$ cat src/uhtc_cfg.svh
`ifndef UHTC_CFG_SVH
`define UHTC_CFG_SVH
// register byte addresses
`define UHTC_CTRL_ADDR 12'h000
`define UHTC_COUNT_ADDR 12'h004
`define UHTC_PERIOD_ADDR 12'h008
`define UHTC_STATUS_ADDR 12'h00C
`define UHTC_MASK_ADDR 12'h010
`define UHTC_LOWER_ADDR 12'h014
// control field positions
`define UHTC_RUN_BIT 15
`define UHTC_SIDL_BIT 13
`define UHTC_GATE_BIT 6
`define UHTC_PS_HI 5
`define UHTC_PS_LO 4
`define UHTC_CS_BIT 1
// writable bits of the control word
`define UHTC_CTRL_MASK 16'hA072
// reset values
`define UHTC_CTRL_RST 16'h0000
`define UHTC_PERIOD_RST 16'hFFFF
// prescale terminal counts (divide minus one)
`define UHTC_DIV1 8'h00
`define UHTC_DIV8 8'h07
`define UHTC_DIV64 8'h3F
`define UHTC_DIV256 8'hFF
`endif

$ cat src/uhtc_pkg.sv
package uhtc_pkg;
  // prescale codes
  typedef enum logic [1:0]
  {
    UHTC_PS_1 = 2'b00,
    UHTC_PS_8 = 2'b01,
    UHTC_PS_64 = 2'b10,
    UHTC_PS_256 = 2'b11
  } uhtc_ps_t;
  // ahb slave phase
  typedef enum logic [1:0]
  {
    UHTC_IDLE = 2'b00,
    UHTC_WR = 2'b01,
    UHTC_RD = 2'b11
  } uhtc_bus_t;
endpackage : uhtc_pkg

$ cat src/uhtc_tick.sv
`timescale 1ns/1ns
`include "uhtc_cfg.svh"
// tick source: pin sync, edge detect, gate and prescaler
module uhtc_tick
  import uhtc_pkg::*;
#(
  parameter bit HAS_PIN = 1'b1
)
(
  // clock and reset
  input wire logic core_clk,
  input wire logic arst_n,
  // configuration
  input wire logic enable,
  input wire logic ext_sel,
  input wire logic gate_en,
  input wire uhtc_pkg::uhtc_ps_t ps,
  // pin
  input wire logic ext_pin,
  // count tick
  output logic tick
);
  // two-stage synchroniser plus history for edge detect
  logic s1_r, s2_r, s3_r;
  logic [7:0] pre_r, pre_nxt;
  logic tick_r, tick_nxt;
  logic [7:0] term;
  logic src;

  ////////////////////////////////////////////////////////////////////////
  // input clock select and prescaler next state
  always_comb
  begin
    unique case (ps)
      UHTC_PS_1: term = `UHTC_DIV1;
      UHTC_PS_8: term = `UHTC_DIV8;
      UHTC_PS_64: term = `UHTC_DIV64;
      UHTC_PS_256: term = `UHTC_DIV256;
    endcase
    // no pin on this instance: only the internal source exists
    if (HAS_PIN && ext_sel)
      src = s2_r & ~s3_r;
    else if (gate_en) // gate ignored in external mode
      src = s2_r;
    else
      src = 1'b1;
    pre_nxt = pre_r;
    tick_nxt = 1'b0;
    if (!enable)
      pre_nxt = pre_r; // hold prescaler state while halted
    else if (src)
    begin
      if (pre_r >= term)
      begin
        pre_nxt = 8'h00;
        tick_nxt = 1'b1;
      end
      else
        pre_nxt = pre_r + 8'h01;
    end
  end

  ////////////////////////////////////////////////////////////////////////
  // registers
  always_ff @(posedge core_clk or negedge arst_n)
  begin
    if (!arst_n)
    begin
      s1_r <= 1'b0;
      s2_r <= 1'b0;
      s3_r <= 1'b0;
      pre_r <= 8'h00;
      tick_r <= 1'b0;
    end
    else
    begin
      s1_r <= ext_pin;
      s2_r <= s1_r;
      s3_r <= s2_r;
      pre_r <= pre_nxt;
      tick_r <= tick_nxt;
    end
  end

  assign tick = tick_r;
endmodule : uhtc_tick

$ cat src/uhtc_top.sv
// Operation
// - stop in idle when stop-in-idle set
// - gate pin qualifies internal counting only
// - prescale 1, 8, 64, 256
// - source select external pin rising edges
// - unimplemented control bits read zero
// - external pin optional per instance
// - upper count holds the high word
// - lower timer controls pair, match is ours
//
// Design decisions made here: the address map and the AHB-Lite interface to the registers.
`timescale 1ns/1ns
`include "uhtc_cfg.svh"
module uhtc_top
  import uhtc_pkg::*;
#(
  parameter bit HAS_PIN = 1'b1
)
(
  // clock and reset
  input wire logic core_clk,
  input wire logic arst_n,
  // ahb-lite slave
  input wire logic hsel,
  input wire logic [11:0] haddr,
  input wire logic [1:0] htrans,
  input wire logic hwrite,
  input wire logic [2:0] hsize,
  input wire logic [31:0] hwdata,
  input wire logic hready,
  output logic [31:0] hrdata,
  output logic hreadyout,
  output logic hresp,
  // device state and pair link
  input wire logic idle_mode,
  input wire logic pair_join,
  input wire logic lower_carry,
  // external clock or gate pin
  input wire logic ext_pin,
  // interrupt
  output logic irq
);
  import uhtc_pkg::*;

  ////////////////////////////////////////////////////////////////////////
  // state
  logic [15:0] ctrl_r, ctrl_nxt; // control word
  logic [15:0] cnt_r, cnt_nxt; // upper count word
  logic [15:0] per_r, per_nxt; // period
  logic [15:0] lowc_r, lowc_nxt; // lower control mirror
  logic [0:0] stat_r, stat_nxt; // match status, sticky
  logic [0:0] mask_r, mask_nxt; // interrupt mask
  logic [31:0] rd_r, rd_nxt;
  logic irq_r, irq_nxt;
  uhtc_bus_t ph_r, ph_nxt;
  logic [11:0] ad_r, ad_nxt;
  logic run_ok, tick, step, match, rd_stat;
  logic lj1_r, lj2_r, lc1_r, lc2_r, id1_r, id2_r; // pin-side syncs
  logic [15:0] src_ctl;

  ////////////////////////////////////////////////////////////////////////
  // in pair mode the lower control word drives the prescaler and run
  always_comb
  begin
    src_ctl = lj2_r ? lowc_r : ctrl_r;
    run_ok = src_ctl[`UHTC_RUN_BIT]
      && !(id2_r && ctrl_r[`UHTC_SIDL_BIT]);
  end

  // tick generator
  uhtc_tick #(.HAS_PIN(HAS_PIN)) u_tick
  (
    .core_clk(core_clk),
    .arst_n(arst_n),
    .enable(run_ok),
    .ext_sel(src_ctl[`UHTC_CS_BIT]),
    .gate_en(src_ctl[`UHTC_GATE_BIT]),
    .ps(uhtc_ps_t'(src_ctl[`UHTC_PS_HI:`UHTC_PS_LO])),
    .ext_pin(ext_pin),
    .tick(tick)
  );

  ////////////////////////////////////////////////////////////////////////
  // counting: alone on our tick, joined on the lower word's carry
  always_comb
  begin
    step = lj2_r ? (lc2_r && run_ok) : (tick && run_ok);
    match = step && (cnt_r == per_r);
    cnt_nxt = cnt_r;
    if (match)
      cnt_nxt = 16'h0000;
    else if (step)
      cnt_nxt = cnt_r + 16'h0001; // held when not stepping
  end

  ////////////////////////////////////////////////////////////////////////
  // ahb-lite slave, zero wait states, always okay
  always_comb
  begin
    ctrl_nxt = ctrl_r;
    per_nxt = per_r;
    lowc_nxt = lowc_r;
    mask_nxt = mask_r;
    rd_nxt = rd_r;
    ph_nxt = UHTC_IDLE;
    ad_nxt = ad_r;
    rd_stat = 1'b0;
    if (hsel && hready && htrans[1])
    begin
      ad_nxt = haddr;
      ph_nxt = hwrite ? UHTC_WR : UHTC_RD;
      unique case (haddr)
        `UHTC_CTRL_ADDR: rd_nxt = {16'h0000, ctrl_r};
        `UHTC_COUNT_ADDR: rd_nxt = {16'h0000, cnt_r};
        `UHTC_PERIOD_ADDR: rd_nxt = {16'h0000, per_r};
        `UHTC_STATUS_ADDR: rd_nxt = {31'h0000_0000, stat_r};
        `UHTC_MASK_ADDR: rd_nxt = {31'h0000_0000, mask_r};
        `UHTC_LOWER_ADDR: rd_nxt = {16'h0000, lowc_r};
        default: rd_nxt = 32'h0000_0000;
      endcase
      rd_stat = !hwrite && (haddr == `UHTC_STATUS_ADDR);
    end
    if (ph_r == UHTC_WR)
    begin
      unique case (ad_r)
        `UHTC_CTRL_ADDR: ctrl_nxt = hwdata[15:0] & `UHTC_CTRL_MASK;
        `UHTC_PERIOD_ADDR: per_nxt = hwdata[15:0];
        `UHTC_MASK_ADDR: mask_nxt = hwdata[0:0];
        `UHTC_LOWER_ADDR: lowc_nxt = hwdata[15:0];
        default: ;
      endcase
    end
    // a match in the clearing read's cycle wins
    stat_nxt = rd_stat ? 1'b0 : stat_r;
    if (match)
      stat_nxt = 1'b1;
    irq_nxt = |(stat_nxt & mask_nxt);
  end

  ////////////////////////////////////////////////////////////////////////
  // counting write from bus takes precedence over a tick
  logic [15:0] cnt_fin;
  logic cnt_wr; // bus write to the count word in this data phase
  always_comb
  begin
    cnt_wr = (ph_r == UHTC_WR) && (ad_r == `UHTC_COUNT_ADDR);
    cnt_fin = cnt_nxt;
    if (cnt_wr)
      cnt_fin = hwdata[15:0];
  end

  ////////////////////////////////////////////////////////////////////////
  // registers
  always_ff @(posedge core_clk or negedge arst_n)
  begin
    if (!arst_n)
    begin
      ctrl_r <= `UHTC_CTRL_RST;
      cnt_r <= 16'h0000;
      per_r <= `UHTC_PERIOD_RST;
      lowc_r <= 16'h0000;
      stat_r <= 1'b0;
      mask_r <= 1'b0;
      rd_r <= 32'h0000_0000;
      irq_r <= 1'b0;
      ph_r <= UHTC_IDLE;
      ad_r <= 12'h000;
      lj1_r <= 1'b0;
      lj2_r <= 1'b0;
      lc1_r <= 1'b0;
      lc2_r <= 1'b0;
      id1_r <= 1'b0;
      id2_r <= 1'b0;
    end
    else
    begin
      ctrl_r <= ctrl_nxt;
      cnt_r <= cnt_fin;
      per_r <= per_nxt;
      lowc_r <= lowc_nxt;
      stat_r <= stat_nxt;
      mask_r <= mask_nxt;
      rd_r <= rd_nxt;
      irq_r <= irq_nxt;
      ph_r <= ph_nxt;
      ad_r <= ad_nxt;
      lj1_r <= pair_join;
      lj2_r <= lj1_r;
      lc1_r <= lower_carry;
      lc2_r <= lc1_r;
      id1_r <= idle_mode;
      id2_r <= id1_r;
    end
  end

  assign hrdata = rd_r;
  assign hreadyout = 1'b1;
  assign hresp = 1'b0;
  assign irq = irq_r;
endmodule : uhtc_top

$ cat config.mk
export PLATFORM = sky130hd
export DESIGN_NAME = uhtc_top
export DESIGN_NICKNAME = d
export VERILOG_FILES = /design/src/uhtc_pkg.sv /design/src/uhtc_tick.sv /design/src/uhtc_top.sv
export VERILOG_INCLUDE_DIRS = /design/src
export SDC_FILE = /design/constraint.sdc
export NUM_CORES = 1
export LEC_CHECK = 0
export ABC_AREA = 1
export BUFFER_PORTS_ARGS = -buffer_cell sky130_fd_sc_hd__buf_2
export CAP_MARGIN = 10
export CORE_MARGIN = 2
export CORE_UTILIZATION = 43
export DETAILED_ROUTE_END_ITERATION = 6
export PLACE_DENSITY_LB_ADDON = 0.2
export SLEW_MARGIN = 30
export SYNTH_ARGS = -nofsm -noshare
export SYNTH_HDL_FRONTEND = slang
export SYNTH_SLANG_ARGS = --single-unit
$ cat constraint.sdc
create_clock -name core_clk -period 2.8 [get_ports core_clk]
set_clock_uncertainty 0.1 [all_clocks]
set_input_delay 0.28 -clock core_clk [delete_from_list [all_inputs] [get_ports core_clk]]
set_output_delay 0.28 -clock core_clk [all_outputs]
set_load 0.01 [all_outputs]
==> results.cfg, run 1 <==
[worst_setup_path]
critPathKind = reg2reg
worstPathArrival_ns = 2.65
crit_path_start_kind = flop
worstReg2RegEnd = u_tick.pre_r[1]
rrSetupSlack_ns = 0.32
required_ns = 2.98
r2r_cells = 10
worst_setup_path_end_kind = flop
cp_max_fo = 8
rr_startpoint = lj2_r

[clock_tree]
cts_resized = 0
clockRootBuffer = clkbuf_16
clk_pin_slew_ns = 0.07
clockBufferDepth = 2
clock-sinks = 105
cts_tree = built
cts-buffers-inserted = 9
ctsHtreeMaxLevel = 3
clk_latency_ns = 0.36
postCtsSetupBuffers = 0

[hold_path]
hp-start = haddr[1]
whs_path_depth = 3
min_to = ad_r[1]
worst_hold_path_type = in2reg

[grt]
antenna_found_initial = 0
grt_pass1_vias = 5049
grt_pass1_wl_um = 24500
grt.overflow.total = 0
grt_usage_pct = 21.2
grt_max_degree = 59

[routing]
post_drt_via_cell_ratio = 5.00
route.detailed.drc = 0
post_drt_wl_per_cell_um = 14.3
drtIter0Drc = 324
drt-total-wl_um = 14400
num_vias = 5045
dr.pass1.iters = 5
postRouteAntennaNets = 0

[sta]
fin_hold_ws_ns = 0.0498
report.final.slew_viol_count = 0
rsz0062_at_grt = no
relSlewSlack_pct = 48.9
max_freq_ghz = 0.404
fin_crit_ns = 2.48
fin_tns_setup_ns = 0
hold_violations = 0
fin_crit_sh_pct = 88.4
finalSetupViolations = 0
tightest_slew_ns = 0.766
fin_ws_ns = 0.324

[die]
die-area_um2 = 14400
die_x_um = 120
core-area_um2 = 13200
pin_count = 93
rows = 42
start_util_pct = 44.0
dieHeight_um = 120

[power]
switching_share_pct = 32.3
power.density_nw_per_um2 = 606
p_clk_share_pct = 31.0
p_int_mw = 2.66
p_comb_share_pct = 19.5
peakVddDrop_v = 0.000306
p_total_mw = 3.94
p_leak_nw = 3.57
p_seq_share_pct = 49.5
power.switching_mw = 1.27

[logic_synthesis]
synth_compound_area_share_pct = 8.97
synth_top_family_by_area = simple AND/OR/NAND/NOR gates
synthDominantCellAreaShare_pct = 38.4
ys_seq_area_share_pct = 45.6
synthAdderAreaFrac_pct = 1.72
synth.distinct_cells = 33
syn-cell-area_um2 = 5800
synthMuxAreaShare_pct = 0
synth_ff_type = dfrtp_1
synth_most_common_cell = nand2_1
synth_edf_count = 0
yosysWarnings = 0
synth_commonest_cells = nand2_1 (266), dfrtp_1 (89), inv_1 (87)
ys_seq_elements = 105
synth_area_leaders = dfrtp_1 (38%), nand2_1 (17%), dfstp_2 (7.2%)
synth_xor_area_share_pct = 3.32
synthCells = 777
syn_avg_cell_area_um2 = 7.47
yosys.area_share.simple_pct = 29.5
yosys.area.top_type = dfrtp_1
synthArstFlopShare_pct = 100

[run_status]
status = completed

[run]
maxCapViolCount = 0

[place]
globalplace.congestion = 0.914
hpwl_um = 10600
port_buffers = 54
dp_slack_ns = 0.340

[cells_and_area]
final_layout_size_suffix_gt1_share_pct = 14.5
area_delta_synth_final_pct = 11.9
nets = 893
antenna_cells = 0
final_core_util_pct = 49.3
[timing repair]
item | CTS | global route
hold endpoints to repair | 46 | 0
setup endpoints to repair | 0 | 0
hold buffers | 6 | 0
[power by group through the flow]
stage	combinational (mW)	sequential (mW)	clock, mW
final	0.768	1.95	1.22
after global routing	0.895	1.98	1.32
after CTS	0.773	1.95	1.25
after detailed placement	0.761	1.97	0
after global placement	0.737	1.96	0
after floorplan	0.651	1.86	0
[kinds of logic after synthesis]
group	Yosys count
other	2
adders and majority gates	8
xor gates and xnor gates	22
AOI/OAI and AO/OA	91
and+or+nand+nor	411
DFF	105
buffers and inverters	138
[critical path, cell delays in order (launching register included)]
cell and delay [ns]:
dfrtp_1 0.48, inv_2 0.10, nand2_1 0.07, nand2_1 0.08
or2_2 0.32, ha_1 0.31, nand2_1 0.09, nor2_1 0.06
a211oi_2 0.41, nand2_1 0.20, o21ai_1 0.18
[worst max path at each step]
stage | start | end | slack (ns) | cells past startpoint
6_report | lj2_r | u_tick.pre_r[1] | 0.32 | 10
3_5_place_dp | lj2_r | u_tick.pre_r[1] | 0.34 | 10
5_1_grt | lj2_r | u_tick.pre_r[1] | 0.12 | 9
2_1_floorplan | lj2_r | u_tick.pre_r[0] | 0.70 | 9
3_3_place_gp | lj2_r | u_tick.pre_r[0] | 0.42 | 10
4_1_cts | lj2_r | u_tick.pre_r[1] | 0.32 | 10
[state kept, by name (all words and copies together), names as in the netlist, 2 cells and up]
name,count
ph_r,2
lowc_r,16
hrdata,16
per_r,16
ctrl_r,6
ad_r,12
cnt_r,16
u_tick.pre_r,8
[layout by cell type (no fill, tap or decap), drive strengths merged]
| cell | synthesis | routed |
|---|---|---|
| a211oi | 1 | 1 |
| a21boi | 1 | 1 |
| a21oi | 5 | 5 |
| and2 | 1 | 1 |
| buf | 29 | 62 |
| clkbuf | 16 | 12 |
| clkinv | 0 | 2 |
| clkinvlp | 0 | 1 |
| conb | 2 | 18 |
| dfrtp | 89 | 89 |
| dfstp | 16 | 16 |
| dlygate4sd3 | 0 | 6 |
| ha | 8 | 8 |
| inv | 93 | 94 |
| nand2 | 269 | 269 |
| nand3 | 49 | 49 |
| nand4 | 25 | 25 |
| nor2 | 64 | 64 |
| nor3 | 2 | 2 |
| o21ai | 71 | 71 |
| o22ai | 13 | 13 |
| or2 | 1 | 1 |
| xnor2 | 1 | 1 |
| xor2 | 21 | 21 |
[through the flow]
step	area [um^2]	instances
floorplan	5860	793
detailed placement	6150	986
finish	6500	1008
global route	6500	1008
CTS	6500	1008
global placement	6150	986
[metal layers]
layer  track usage, %  share of wire (%)  vias to the layer above
li1                 -                  -                     2515
met1             28.7                 47                     2408
met5                0                  0                        -
met2             34.8                 48                      107
met3             3.82                3.7                       15
met4             6.54                1.3                        0
[final cells by class]
type	instances	area [um^2]
clock buffers	12	256
repair buffers	68	405
flip-flops and latches	105	2650
fillers	1340	6690
clock inverters	4	26.3
multi-input cells	550	2590
inverters	93	349
well taps	176	220
Note: power is estimated with default switching activity, not from simulation.
==> run 2, diff against run 1 <==
- SYNTH_HIERARCHICAL: unset -> 1
- clock period: 2.8 -> 2.9 ns (I/O delays scaled with it)
==> results.cfg, run 2 <==
[sta]
fin_crit_ns = 2.13
fin_crit_sh_pct = 73.6
finalSetupViolations = 0
report.final.slew_viol_count = 0
fin_tns_setup_ns = 0
tightest_slew_ns = 0.743
rsz0062_at_grt = no
hold_violations = 0
relSlewSlack_pct = 50.3
max_freq_ghz = 0.469

[worst_setup_path]
worst_setup_path_end_kind = flop
cp_slowest_cell = dfrtp_1
crit_chain = inv_2 -> o21ai_0 -> inv_1 -> ha_1 -> a21oi_1 -> nor2_1 -> nor3_4 -> nand2_4 -> a21oi_2
crit_path_start_kind = flop
cp_max_fo = 10
worstPathArrival_ns = 2.32
rrSetupSlack_ns = 0.77
cp_top_family = compound AO/OA/AOI/OAI gates
critPathKind = reg2reg
required_ns = 3.09
max_stage_delay_ns = 0.38
path_buf_inv = 2

[power]
p_clk_share_pct = 31.8
p_comb_share_pct = 22.3
p_leak_nw = 3.91
switching_share_pct = 33.1
p_int_mw = 2.84
power.switching_mw = 1.41
peakVddDrop_v = 0.000363
p_seq_share_pct = 46.0
power.density_nw_per_um2 = 621

[place]
hpwl_um = 10200
place_inst = 1040
place_area_um2 = 6460
port_buffers = 54
globalplace.congestion = 0.895

[logic_synthesis]
ys_seq_area_share_pct = 43.4
yosysWarnings = 6
syn_avg_cell_area_um2 = 7.42
synth.distinct_cells = 39
synthCells = 822
synth_most_common_cell = nand2_1
ys_seq_elements = 105
synth_area_leaders = dfrtp_1 (37%), nand2_1 (17%), inv_1 (7.0%)
synthArstFlopShare_pct = 100
synth_ff_type = dfrtp_1
syn-cell-area_um2 = 6100
synthDominantCellAreaShare_pct = 36.5
synth_commonest_cells = nand2_1 (278), inv_1 (114), dfrtp_1 (89)
synth_edf_count = 0
yosys.area.top_type = dfrtp_1

[routing]
drt-total-wl_um = 14000
route.detailed.drc = 0
post_drt_via_cell_ratio = 4.83
dr.pass1.iters = 4
post_drt_wl_per_cell_um = 13.2
postRouteAntennaNets = 0
num_vias = 5133
drtIter0Drc = 273

[cells_and_area]
antenna_cells = 0
most-common-layout-cells = nand2_1 (278), inv_1 (114), dfrtp_1 (89)
final_common_cell = nand2_1
nets = 943
area_delta_synth_final_pct = 12.2
stdcell_area_um2 = 6850
final_layout_size_suffix_gt1_share_pct = 16.2
final_cells = 1062

[die]
pin_count = 93
dieHeight_um = 123
rows = 43
start_util_pct = 43.9
die_x_um = 123
core-area_um2 = 13900
die-area_um2 = 15200

[grt]
grt_max_degree = 47
grt_use_met1_pct = 28.1
grt_pass1_wl_um = 24000
grt.met2_usage_pct = 32.3
antenna_found_initial = 0
grt_usage_pct = 20.3
gr-usage-met3_pct = 4.06
grt.overflow.total = 0
grt-busiest-layer = met2
grt_pass1_vias = 4964

[run]
maxCapViolCount = 0

[clock_tree]
clockRootBuffer = clkbuf_16
cts_resized = 0
clk_pin_slew_ns = 0.07
cts_tree = built
ctsHtreeMaxLevel = 3
clock-sinks = 105
clk_latency_ns = 0.36
clockBufferDepth = 2
cts-buffers-inserted = 9

[hold_path]
worst_hold_path_type = in2reg

[run_status]
status = completed
[run 2: metrics by stage]
| stage | power [mW] | hold slack, ns | utilization, % | setup slack (ns) |
|---|---|---|---|---|
| floorplan | 2.67 | -0.106 | - | 1.00 |
| global placement | 2.90 | 0.234 | 46.5 | 0.806 |
| detailed placement | 2.92 | 0.235 | 46.5 | 0.750 |
| CTS | 4.30 | 0.0330 | 49.3 | 0.737 |
| global route | 4.56 | 0.0445 | 49.3 | 0.570 |
| finish | 4.25 | 0.0425 | 49.3 | 0.766 |
[run 2: worst reg2reg max path, cell delays in order, from the launching register on]
cell     delay, ns
dfrtp_1       0.38
inv_2         0.10
o21ai_0       0.27
inv_1         0.16
ha_1          0.31
a21oi_1       0.15
nor2_1        0.08
nor3_4        0.28
nand2_4       0.12
a21oi_2       0.13
[run 2: power by group through the flow]
stage	registers, mW	logic (mW)	clock network [mW]
CTS	1.95	0.956	1.39
finish	1.95	0.946	1.35
global placement	1.97	0.924	0
floorplan	1.89	0.788	0
detailed placement	1.98	0.943	0
global route	1.99	1.13	1.44
[run 2: repair_timing]
action                    CTS  global route
hold endpoints to repair   48             0
setup buffers               0             0
hold buffers                6             0
[run 2: worst paths after layout]
path / startpoint / end / cells after the start
setup / recovery: lj2_r / u_tick/pre_r[3] / 9
hold / removal: haddr[8] / ad_r[8] / 3
setup reg to reg: lj2_r / u_tick/pre_r[3] / 9
hold reg to reg: u_tick/s1_r / u_tick/s2_r / 0
max in group asynchronous: arst_n / per_r[7] / 3
min in group asynchronous: arst_n / u_tick/pre_r[5] / 2
[run 2: cell families (layout without fill, tap and decap cells)]
family / Yosys count / after routing / share of synthesized area, %
simple gates: 436 / 436 / 30.8
buf+inv: 164 / 208 / 12.4
fa+ha+maj: 8 / 8 / 1.64
compound gates: 96 / 96 / 10.1
other cells: 2 / 18 / 0.123
xor+xnor: 11 / 11 / 1.58
flops: 105 / 105 / 43.4
[run 2: final cells by class]
| class | count | area [um^2] |
|---|---|---|
| Clock buffer | 11 | 243 |
| Clock inverter | 5 | 86.3 |
| Fill cell | 1402 | 7030 |
| Inverter | 123 | 474 |
| Multi-Input combinational cell | 569 | 2760 |
| Sequential cell | 105 | 2650 |
| Tap cell | 180 | 225 |
| Timing Repair Buffer | 69 | 413 |
[run 2: routing by layer]
metal / routed length (um) / vias up / part of all wire [%]
li1: - / 2658 / -
met5: 0 / - / 0
met1: 6730 / 2367 / 48
met3: 600 / 16 / 4.3
met2: 6500 / 92 / 46
met4: 170 / 0 / 1.2
==> run 3, diff against run 2 <==
- clock period: 2.9 -> 2 ns (I/O delays scaled with it)
==> results.cfg, run 3 (same netlist as run 2, synthesis figures left out) <==
[cells_and_area]
final_layout_size_suffix_gt1_share_pct = 18.0
nets = 967
antenna_cells = 0
fill_cells = 1416
most-common-layout-cells = nand2_1 (276), inv_1 (113), dfrtp_1 (89)
area_delta_synth_final_pct = 15.8
final_common_cell = nand2_1
final_core_util_pct = 50.9

[power]
power.switching_mw = 2.09
p_comb_share_pct = 24.1
p_seq_share_pct = 47.6
power.density_nw_per_um2 = 844
p_clk_share_pct = 28.4
p_leak_nw = 4.03
switching_share_pct = 35.1
p_total_mw = 5.96
peakVddDrop_v = 0.000394
p_int_mw = 3.87

[routing]
drtIter0Drc = 316
post_drt_wl_per_cell_um = 13.1
dr.pass1.iters = 5
drt-total-wl_um = 14200
num_vias = 5219
post_drt_via_cell_ratio = 4.81
postRouteAntennaNets = 0
route.detailed.drc = 0

[place]
dp_slack_ns = -0.0353
globalplace.congestion = 0.868
hpwl_um = 10300
port_buffers = 54

[grt]
antenna_found_initial = 0
grt_usage_pct = 20.4
grt.overflow.total = 0
grt_pass1_wl_um = 24100
grt_max_degree = 46
grt_pass1_vias = 4955

[sta]
fin_crit_ns = 1.91
relSlewSlack_pct = 42.4
tightest_slew_ns = 0.862
fin_crit_sh_pct = 95.3
max_freq_ghz = 0.525
fin_ws_ns = 0.0937
hold_violations = 0
finalSetupViolations = 0
report.final.slew_viol_count = 0

[worst_setup_path]
worstReg2RegEnd = u_tick/pre_r[3]
cp-endpoint = u_tick/pre_r[3]
rr_startpoint = lj2_r
worstPathArrival_ns = 2.09
critPathKind = reg2reg
crit_path_start_kind = flop
cp_max_fo = 6
r2r_cells = 12
crit_path_start = lj2_r
cp_slowest_cell = dfrtp_1
crit_chain = inv_2 -> nand2_2 -> o21ai_4 -> inv_2 -> buf_4 -> buf_4 -> ha_1 -> nand3_1 -> nand2_1 -> nand2_4 -> nand2_4 -> a21oi_2
max_stage_delay_ns = 0.39
worst_setup_path_end_kind = flop
rrSetupSlack_ns = 0.09
required_ns = 2.18

[clock_tree]
clk_pin_slew_ns = 0.07
clockRootBuffer = clkbuf_16
clk_latency_ns = 0.35
clockBufferDepth = 2
ctsHtreeMaxLevel = 3
cts_tree = built
clock-sinks = 105
cts-buffers-inserted = 9

[die]
die-area_um2 = 15200
dieHeight_um = 123
rows = 43
core-area_um2 = 13900
start_util_pct = 43.9
die_x_um = 123
pin_count = 93

[run]
maxCapViolCount = 0

[hold_path]
worst_hold_path_type = in2reg
hp-start = hwdata[14]

[run_status]
status = completed
run 3: per-layer routing:
metal	track usage [%]	up-vias	part of all wire, %
met4	8.17	0	1.8
met3	2.86	20	3.3
met1	28.8	2414	50
met5	0	-	0
li1	-	2697	-
met2	31.7	88	45
run 3: metrics by stage:
| step | hold WS (ns) | cell area (um^2) | cells | TNS (ns) |
|---|---|---|---|---|
| 6_report | 0.00296 | 7060 | 1086 | 0 |
| 5_1_grt | 0.00932 | 7060 | 1086 | -0.0231 |
| 4_1_cts | 0.00147 | 6980 | 1083 | 0 |
| 3_5_place_dp | 0.100 | 6510 | 1047 | -0.142 |
| 3_3_place_gp | 0.0937 | 6510 | 1047 | 0 |
| 2_1_floorplan | -0.196 | 6160 | 838 | 0 |
run 3: final cells by class:
cell class                      count  area (um^2)  share of cell area, %
Clock buffer                       10          229                   3.24
Clock inverter                      6         50.0                  0.709
Inverter                          123          474                   6.72
Multi-Input combinational cell    569         2800                   39.6
Sequential cell                   105         2650                   37.5
Tap cell                          180          225                   3.19
Timing Repair Buffer               93          639                   9.05
run 3: power by group through the flow:
stage | Sequential (mW) | Combinational [mW] | Clock [mW]
finish | 2.84 | 1.43 | 1.69
global route | 2.89 | 1.70 | 1.83
CTS | 2.83 | 1.42 | 1.74
detailed placement | 2.87 | 1.38 | 0
global placement | 2.87 | 1.35 | 0
floorplan | 2.73 | 1.14 | 0
run 3: worst min path at each step:
stage                      endpoint  slack (ns)  cells after the start
finish                    per_r[14]       0.003                      3
floorplan                   ad_r[0]       -0.20                      0
global placement    u_tick/pre_r[0]        0.09                      1
detailed placement  u_tick/pre_r[0]        0.10                      1
global route              per_r[14]       0.009                      3
CTS                       per_r[14]       0.001                      3
run 3: worst max-delay path, delay by kind of cell, from the launching register on:
kind	cells	cell delay [ns]
and+or+nand+nor	5	0.44
adders and majority gates	1	0.28
AOI/OAI and AO/OA	2	0.21
DFF	1	0.39
buffers and inverters	4	0.44
run 3: timing repair:
action | 4_1_cts | 5_1_grt
hold buffers | 18 | 0
gates resized for setup | 1 | 13
cloned | 0 | 0
endpoints found under the hold margin | 45 | 0
buffers inserted | 2 | 3
pin swaps | 1 | 5
endpoints found under the setup margin | 9 | 25
